## src/rtl/ipmr_pkg.sv

```systemverilog
/*
 * Constants of the per-source pending, mask and command register set:
 * register byte addresses, source bit layout, reset values, bus answers.
 * Assumes a 32-bit AXI4-Lite register bus with 12 address bits.
 */
package ipmr_pkg;

    localparam int          ADDR_W            = 12;

    // Register byte addresses
    localparam logic [11:0] ADDR_PENDING      = 12'h10c;
    localparam logic [11:0] ADDR_MASK         = 12'h110;
    localparam logic [11:0] ADDR_CORE_LINES   = 12'h114;
    localparam logic [11:0] ADDR_ENABLE_CMD   = 12'h120;
    localparam logic [11:0] ADDR_DISABLE_CMD  = 12'h124;
    localparam logic [11:0] ADDR_CLEAR_CMD    = 12'h128;
    localparam logic [11:0] ADDR_SET_CMD      = 12'h12c;
    localparam logic [11:0] ADDR_EVENT_STATUS = 12'h140;
    localparam logic [11:0] ADDR_EVENT_MASK   = 12'h144;

    // Source bit positions in every per-source register
    localparam int          BIT_FAST          = 0;
    localparam int          BIT_SOFT          = 1;
    localparam int          BIT_SERIAL_A      = 2;
    localparam int          BIT_SERIAL_B      = 3;
    localparam int          BIT_TIMER_A       = 4;
    localparam int          BIT_TIMER_B       = 5;
    localparam int          BIT_TIMER_C       = 6;
    localparam int          BIT_WATCHDOG      = 7;
    localparam int          BIT_PARALLEL      = 8;
    localparam int          BIT_EXT_A         = 16;
    localparam int          BIT_EXT_B         = 17;
    localparam int          BIT_EXT_C         = 18;
    localparam logic [31:0] USED_SOURCES      = 32'h0007_01ff;
    localparam logic [31:0] NORMAL_SOURCES    = 32'h0007_01fe;

    // Core line status and event bits
    localparam int          LINE_FAST         = 0;
    localparam int          LINE_NORMAL       = 1;

    localparam logic [31:0] RESET_WORD        = 32'h0000_0000;
    localparam logic [1:0]  RESP_OKAY         = 2'h0;
    localparam logic [1:0]  RESP_SLVERR       = 2'h2;

    // Word address with the byte offset dropped
    function automatic logic [11:0] word_of(input logic [11:0] addr);
        word_of = {addr[11:2], 2'h0};
    endfunction

    // True for every decoded register address
    function automatic logic addr_mapped(input logic [11:0] addr);
        logic [11:0] w;
        w = word_of(addr);
        addr_mapped = (w == ADDR_PENDING) || (w == ADDR_MASK) || (w == ADDR_CORE_LINES)
                   || (w == ADDR_ENABLE_CMD) || (w == ADDR_DISABLE_CMD)
                   || (w == ADDR_CLEAR_CMD) || (w == ADDR_SET_CMD)
                   || (w == ADDR_EVENT_STATUS) || (w == ADDR_EVENT_MASK);
    endfunction

    // Written data with unstrobed byte lanes forced to zero
    function automatic logic [31:0] strobe_bits(input logic [31:0] data,
                                                input logic [3:0]  strb);
        strobe_bits = data & {{8{strb[3]}}, {8{strb[2]}}, {8{strb[1]}}, {8{strb[0]}}};
    endfunction

endpackage

```

## src/rtl/ipmr_regs.sv

```systemverilog
/*
 * Pending, mask and command registers for twelve interrupt sources, with
 * the fast and normal request lines to the core and an AXI4-Lite slave.
 * Assumes peripheral sources share aclk; the fast and external request pins
 * are asynchronous and are synchronised here.
 */
// The AXI4-Lite register port was left to the implementer.
// Behaviour
// - Pending register reads pending sources, resets zero
// - Mask register reads enabled sources, resets disabled
// - Fixed bit layout of the twelve sources
// - Core status shows fast and normal lines
// - Enable command sets mask bits written one
// - Disable command clears mask bits written one
// - Clear command clears pending bits written one
// - Set command forces pending bits written one
`timescale 1ns/100ps

module ipmr_regs
    import ipmr_pkg::*;
(
    input  wire logic        aclk,
    input  wire logic        aresetn,
    input  wire logic [11:0] awaddr,
    input  wire logic        awvalid,
    output logic             awready,
    input  wire logic [31:0] wdata,
    input  wire logic [3:0]  wstrb,
    input  wire logic        wvalid,
    output logic             wready,
    output logic [1:0]       bresp,
    output logic             bvalid,
    input  wire logic        bready,
    input  wire logic [11:0] araddr,
    input  wire logic        arvalid,
    output logic             arready,
    output logic [31:0]      rdata,
    output logic [1:0]       rresp,
    output logic             rvalid,
    input  wire logic        rready,
    input  wire logic        fast_pin,
    input  wire logic        serial_port_a_source,
    input  wire logic        serial_port_b_source,
    input  wire logic        timer_a_source,
    input  wire logic        timer_b_source,
    input  wire logic        timer_c_source,
    input  wire logic        watchdog_source,
    input  wire logic        parallel_port_source,
    input  wire logic        external_request_a,
    input  wire logic        external_request_b,
    input  wire logic        external_request_c,
    output logic             fast_request_line,
    output logic             normal_request_line,
    output logic [31:0]      active_sources,
    output logic             irq
);

    typedef struct packed {
        logic        fast_meta;
        logic        fast_sync;
        logic [2:0]  ext_meta;
        logic [2:0]  ext_sync;
        logic [31:0] src_prev;
        logic [31:0] pending;
        logic [31:0] mask;
        logic [31:0] active;
        logic        fast_line;
        logic        normal_line;
        logic [1:0]  ev_status;
        logic [1:0]  ev_mask;
        logic        irq;
        logic        aw_held;
        logic [11:0] aw_addr;
        logic        w_held;
        logic [31:0] w_bits;
        logic        awready;
        logic        wready;
        logic        bvalid;
        logic [1:0]  bresp;
        logic        arready;
        logic        rvalid;
        logic [31:0] rdata;
        logic [1:0]  rresp;
    } ipmr_state_type;

    ipmr_state_type s;
    ipmr_state_type next_s;

    logic [31:0] src_now;
    logic [31:0] rise;
    logic        wr_fire;
    logic [11:0] wr_addr;
    logic [31:0] wr_bits;

    // Source levels in register layout; software bit has no hardware source
    always_comb begin
        src_now                = RESET_WORD;
        src_now[BIT_FAST]      = s.fast_sync;
        src_now[BIT_SERIAL_A]  = serial_port_a_source;
        src_now[BIT_SERIAL_B]  = serial_port_b_source;
        src_now[BIT_TIMER_A]   = timer_a_source;
        src_now[BIT_TIMER_B]   = timer_b_source;
        src_now[BIT_TIMER_C]   = timer_c_source;
        src_now[BIT_WATCHDOG]  = watchdog_source;
        src_now[BIT_PARALLEL]  = parallel_port_source;
        src_now[BIT_EXT_A]     = s.ext_sync[0];
        src_now[BIT_EXT_B]     = s.ext_sync[1];
        src_now[BIT_EXT_C]     = s.ext_sync[2];
    end

    // Rising edges latch pending; a held-high source does not re-pend after a clear
    assign rise    = src_now & ~s.src_prev & USED_SOURCES;

    // A write completes in the cycle both halves are present, held or arriving
    assign wr_fire = (s.aw_held | (awvalid & s.awready))
                   & (s.w_held | (wvalid & s.wready)) & ~s.bvalid;
    assign wr_addr = s.aw_held ? word_of(s.aw_addr) : word_of(awaddr);
    assign wr_bits = s.w_held ? s.w_bits : strobe_bits(wdata, wstrb);

    // Next state of the whole block
    always_comb begin
        logic [31:0] en_bits;
        logic [31:0] dis_bits;
        logic [31:0] clr_bits;
        logic [31:0] set_bits;
        logic [1:0]  ev_clr;
        logic [1:0]  ev_rise;
        logic [11:0] rd_addr;
        en_bits  = RESET_WORD;
        dis_bits = RESET_WORD;
        clr_bits = RESET_WORD;
        set_bits = RESET_WORD;
        ev_clr   = 2'h0;
        ev_rise  = 2'h0;
        rd_addr  = word_of(araddr);
        next_s   = s;

        // Two flops on the fast and external request pins before anything looks at them
        next_s.fast_meta = fast_pin;
        next_s.fast_sync = s.fast_meta;
        next_s.ext_meta  = {external_request_c, external_request_b, external_request_a};
        next_s.ext_sync  = s.ext_meta;
        next_s.src_prev  = src_now;

        // Write address and data taken in either order
        if (s.awready && awvalid) begin
            next_s.aw_held = 1'b1;
            next_s.aw_addr = awaddr;
        end
        if (s.wready && wvalid) begin
            next_s.w_held = 1'b1;
            next_s.w_bits = strobe_bits(wdata, wstrb);
        end
        if (wr_fire) begin
            next_s.aw_held = 1'b0;
            next_s.w_held  = 1'b0;
            next_s.bvalid  = 1'b1;
            next_s.bresp   = addr_mapped(wr_addr) ? RESP_OKAY : RESP_SLVERR;
            unique case (wr_addr)
                ADDR_ENABLE_CMD:   en_bits = wr_bits;
                ADDR_DISABLE_CMD:  dis_bits = wr_bits;
                ADDR_CLEAR_CMD:    clr_bits = wr_bits;
                ADDR_SET_CMD:      set_bits = wr_bits;
                ADDR_EVENT_STATUS: ev_clr = wr_bits[1:0];
                ADDR_EVENT_MASK:   next_s.ev_mask = wr_bits[1:0];
                default:           en_bits = RESET_WORD;
            endcase
        end
        if (s.bvalid && bready) begin
            next_s.bvalid = 1'b0;
        end
        // Ready flags held low while a response waits, so only one write is open
        next_s.awready = !next_s.aw_held && !next_s.bvalid;
        next_s.wready  = !next_s.w_held && !next_s.bvalid;

        // Mask: enable sets, disable clears, zeros leave bits alone
        next_s.mask = ((s.mask | en_bits) & ~dis_bits) & USED_SOURCES;

        // Pending: a hardware edge or a set beats a clear in the same cycle
        next_s.pending = ((s.pending & ~clr_bits) | set_bits | rise) & USED_SOURCES;

        // Only enabled pending sources reach priority logic and the core lines
        next_s.active      = s.pending & s.mask;
        next_s.fast_line   = s.pending[BIT_FAST] & s.mask[BIT_FAST];
        next_s.normal_line = |(s.pending & s.mask & NORMAL_SOURCES);

        // Line rises are sticky events; write one clears, a new rise wins
        ev_rise[LINE_FAST]   = next_s.fast_line & ~s.fast_line;
        ev_rise[LINE_NORMAL] = next_s.normal_line & ~s.normal_line;
        next_s.ev_status     = (s.ev_status & ~ev_clr) | ev_rise;
        next_s.irq           = |(next_s.ev_status & next_s.ev_mask);

        // Read channel: one read open at a time, answered the next cycle
        if (s.arready && arvalid) begin
            next_s.rvalid = 1'b1;
            next_s.rresp  = addr_mapped(rd_addr) ? RESP_OKAY : RESP_SLVERR;
            unique case (rd_addr)
                ADDR_PENDING:      next_s.rdata = s.pending;
                ADDR_MASK:         next_s.rdata = s.mask;
                ADDR_CORE_LINES:   next_s.rdata = {30'h0, s.normal_line, s.fast_line};
                ADDR_EVENT_STATUS: next_s.rdata = {30'h0, s.ev_status};
                ADDR_EVENT_MASK:   next_s.rdata = {30'h0, s.ev_mask};
                default:           next_s.rdata = RESET_WORD;
            endcase
        end
        if (s.rvalid && rready) begin
            next_s.rvalid = 1'b0;
        end
        next_s.arready = !next_s.rvalid;
    end

    // State register; all zero in reset, ready flags rise the cycle after
    always_ff @(posedge aclk) begin
        if (!aresetn) begin
            s <= '0;
        end else begin
            s <= next_s;
        end
    end

    assign awready             = s.awready;
    assign wready              = s.wready;
    assign bvalid              = s.bvalid;
    assign bresp               = s.bresp;
    assign arready             = s.arready;
    assign rvalid              = s.rvalid;
    assign rdata               = s.rdata;
    assign rresp               = s.rresp;
    assign fast_request_line   = s.fast_line;
    assign normal_request_line = s.normal_line;
    assign active_sources      = s.active;
    assign irq                 = s.irq;
endmodule

```

## config.mk

```make
export PLATFORM = sky130hd
export DESIGN_NAME = ipmr_regs
export DESIGN_NICKNAME = d
export VERILOG_FILES = /design/src/rtl/ipmr_pkg.sv /design/src/rtl/ipmr_regs.sv
export SDC_FILE = /design/constraint.sdc
export NUM_CORES = 1
export LEC_CHECK = 0
export BUFFER_PORTS_ARGS = -buffer_cell sky130_fd_sc_hd__buf_2
export CORE_MARGIN = 2
export CORE_UTILIZATION = 43
export CTS_CLUSTER_DIAMETER = 80
export CTS_CLUSTER_SIZE = 16
export DETAILED_ROUTE_END_ITERATION = 7
export HOLD_SLACK_MARGIN = 0.08
export PLACE_DENSITY = 0.69
export SYNTH_ARGS = -nofsm -noshare
export SYNTH_HDL_FRONTEND = slang
export SYNTH_SLANG_ARGS = --single-unit
```

## constraint.sdc

```tcl
create_clock -name aclk -period 5.35 [get_ports aclk]
set_input_delay 1.07 -clock aclk [delete_from_list [all_inputs] [get_ports aclk]]
set_output_delay 1.07 -clock aclk [all_outputs]
set_load 0.02 [all_outputs]
```

==> summary.txt <==
Critical path
  • Worst endpoint required time: 5610 ps
  • Critical path class: in2reg
  • CP Capture Type: flop
  • Crit Path Max Fanout: 12
  • Worst path arrival time: roughly 3100 ps
  • CP startpoint kind: input pin

Power
  • Peak VDD IR: between 0.15 and 0.2 mV
  • Sw Ratio: 0.264
  • Pleak: 2.27 nW
  • Net switching power: ~0.00045 W
  • Combinational power share: 0.117
  • P per Cell Area: ~310 nW/um^2
  • Clock share of power: 0.393
  • Pwr Total: about 0.0017 W
  • Reg power frac: 0.490
  • P_int: roughly 0.0012 W

Global route
  • GRT overflow: 0
  • Largest net degree at the start of global routing: 50
  • GRT Resource Usage Total: 0.174
  • Vias in the first global route: around 3600
  • Initial antenna violation count: 0
  • Global-route wire length before repair: roughly 18000 um

Route
  • Post-DRT Antenna Nets: 0
  • 1st-pass router iterations: 6
  • Final WL: 10800 um
  • DRT iter0 DRCs: ~280
  • # DRC: 0
  • Vias post-DR: about 3800
  • Vias/cell: roughly 5.2
  • WL per Instance: around 15 um

CTS
  • Post-cts resize count: 0
  • Sink Count: around 100
  • Postcts setup bufs: 0
  • H-Tree Depth: 3
  • Maximum root-to-sink buffer count: 2
  • Clock transition at the registers of the reported paths: 70 ps
  • CTS tree: built
  • Worst-Skew Late Latency: ~340 ps
  • Post-CTS Hold Fix Bufs: 0
  • Root Buffer: clkbuf_16
  • CTS buffer count: 9

Yosys
  • Compound-cell area share of the yosys netlist: 0.127
  • Number of flops mapped to enable cells by yosys: 0
  • Async set-reset flop share out of synthesis: 0
  • Main synth FF type: dfxtp_1
  • Largest cells by area after synthesis: dfxtp_1 42%, buf_4 11%, mux2i_1 6.7%, a21oi_1 3.5%, nand2_1 3.2%
  • Simple logic cell fraction of the synthesized area: 0.235
  • Mean Syn Cell Area: just over 9 sq um
  • Synth Register Bits: 104
  • Count of different cell masters after synthesis: 56
  • Mapped Cells: roughly 540
  • Top cell type's share of synthesized area: 0.420
  • Synth Warn #: 0
  • Synthesized-area fraction occupied by adder cells: 0
  • Yosys top cell by area: dfxtp_1
  • Largest family of logic cells by synthesized area: simple AND/OR/NAND/NOR gates
  • Cell Area, Synth: a little under 5000 sq um
  • Xor/xnor share of the synthesized area: 0.00530
  • Post-synthesis sequential area ratio: 0.420
  • Multiplexer area fraction after synthesis: 0.0785

Die
  • I/O pin count: 154
  • # rows: 39
  • Core box area: approximately 11000 sq um
  • Starting density of the core: 0.438
  • Die area: about 12000 sq um
  • Die height: around 110 um
  • Die Wd: around 110 um

Final layout
  • Nets: 662
  • Leading cell type in the layout, fill and taps excluded: dfxtp_1
  • Commonest non-fill, non-tap cells in the layout: 104 x dfxtp_1, 86 x buf_2, 42 x nand2_1, 42 x conb_1, 38 x nor2_1
  • Layout cell share with drive strength beyond 1: 0.214
  • Design Area, Final: 5390 sq um
  • Fillcell total: between 1000 and 1500
  • Area Overhead vs Synth: 8.78%
  • Antenna diode count: 0
  • Fin util: 0.476

Flow run
  • Max-Cap Viols: 0

STA
  • RSZ-0062 raised after global routing: no
  • Setup TNS Final: 0 ps
  • Part of the cycle the worst path needs: 0.537
  • Clock skew: just under 6 ps
  • Fin. max-slew vios: 0
  • Final setup violation count: 0
  • Peak Freq: ~350 MHz
  • Min cycle time layout: ~2900 ps
  • Slew of the pin with the lowest slew margin: 919 ps
  • Worst rel slew slack: 0.371
  • Hold Fails Final Rpt: 0

Place
  • Placer Congestion: just under 0.8
  • Port bufs: 86
  • Detailed Place HPWL: approximately 8000 um
  • DP Area: between 5000 and 6000 sq um

Worst hold path
  • Hold Crit Class: reg2reg

Outcome
  • Status: complete, no violations
-- per-stage QoR --
stage	worst slack, ps	hold WS [ps]	instances
finish	2480	436	732
global route	2340	454	732
CTS	2520	441	732
detailed placement	2160	425	716
global placement	2350	415	716
floorplan	2790	412	585
-- flip-flops by register name, summed over array words and instances, names as in the netlist, 8 cells and up --
| name | flops |
|---|---|
| active_sources | 12 |
| next_s | 8 |
| rdata | 12 |
| s | 63 |
-- cell usage after synthesis (all sizes together), types with 2 or more instances --
cell type,n
inv,3
and2,23
nor2b,4
a21oi,36
nand4,10
nor4b,4
a211oi,2
buf,78
nand3b,7
a221oi,10
and3,14
a22oi,12
nor2,38
nor3b,2
a211o,2
dfxtp,104
mux2i,34
a2111oi,6
nor4,15
o22a,2
nand2b,12
mux2,4
nand2,42
clkbuf,22
a31oi,2
o21ai,16
or3,2
nor3,7
nand3,13
xnor2,2
-- cell type report --
class / instances / area [sq um] / share of cell area
inverters: 3 / 11.3 / 0.00209
flip-flops and latches: 104 / 2080 / 0.386
multi-input cells: 378 / 2370 / 0.439
clock buffers: 11 / 243 / 0.0450
repair buffers: 88 / 445 / 0.0826
clock inverters: 5 / 63.8 / 0.0118
well taps: 143 / 179 / 0.0332
-- routing by layer --
metal  track usage  wire, um
met1         0.213      4660
met2         0.301      5470
met3        0.0294       451
met4        0.0774       227
met5             0         0
-- final timing paths --
path / endpoint / slack (ps) / cells past startpoint / startpoint
setup / recovery: rdata[0] / 2480 / 6 / araddr[9]
hold / removal: next_s[206] / 440 / 1 / next_s[222]
hold reg to reg: next_s[206] / 440 / 1 / next_s[222]
setup reg to reg: s[174] / 2770 / 5 / s[86]
-- power groups by stage --
stage | logic, W | clock network (W) | registers (W)
floorplan | 0.000178 | 0 | 0.000839
detailed placement | 0.000197 | 0 | 0.000849
CTS | 0.000198 | 0.000678 | 0.000831
global route | 0.000217 | 0.000713 | 0.000836
global placement | 0.000192 | 0 | 0.000848
finish | 0.000198 | 0.000666 | 0.000832
-- worst max-delay path, cell delays in order --
cell and delay, ps:
buf_2 90, or4b_1 680, nor3_2 260, nor4b_4 650, a21oi_1 170, a31oi_1 210
-- logic make-up after synthesis --
| group | Yosys count |
|---|---|
| AND/OR/NAND/NOR | 200 |
| multiplexers | 38 |
| XOR/XNOR | 3 |
| buffers and inverters | 103 |
| flip-flops | 104 |
| other | 1 |
| AO/OA/AOI/OAI | 95 |
Note: power is estimated with default switching activity, not from simulation.
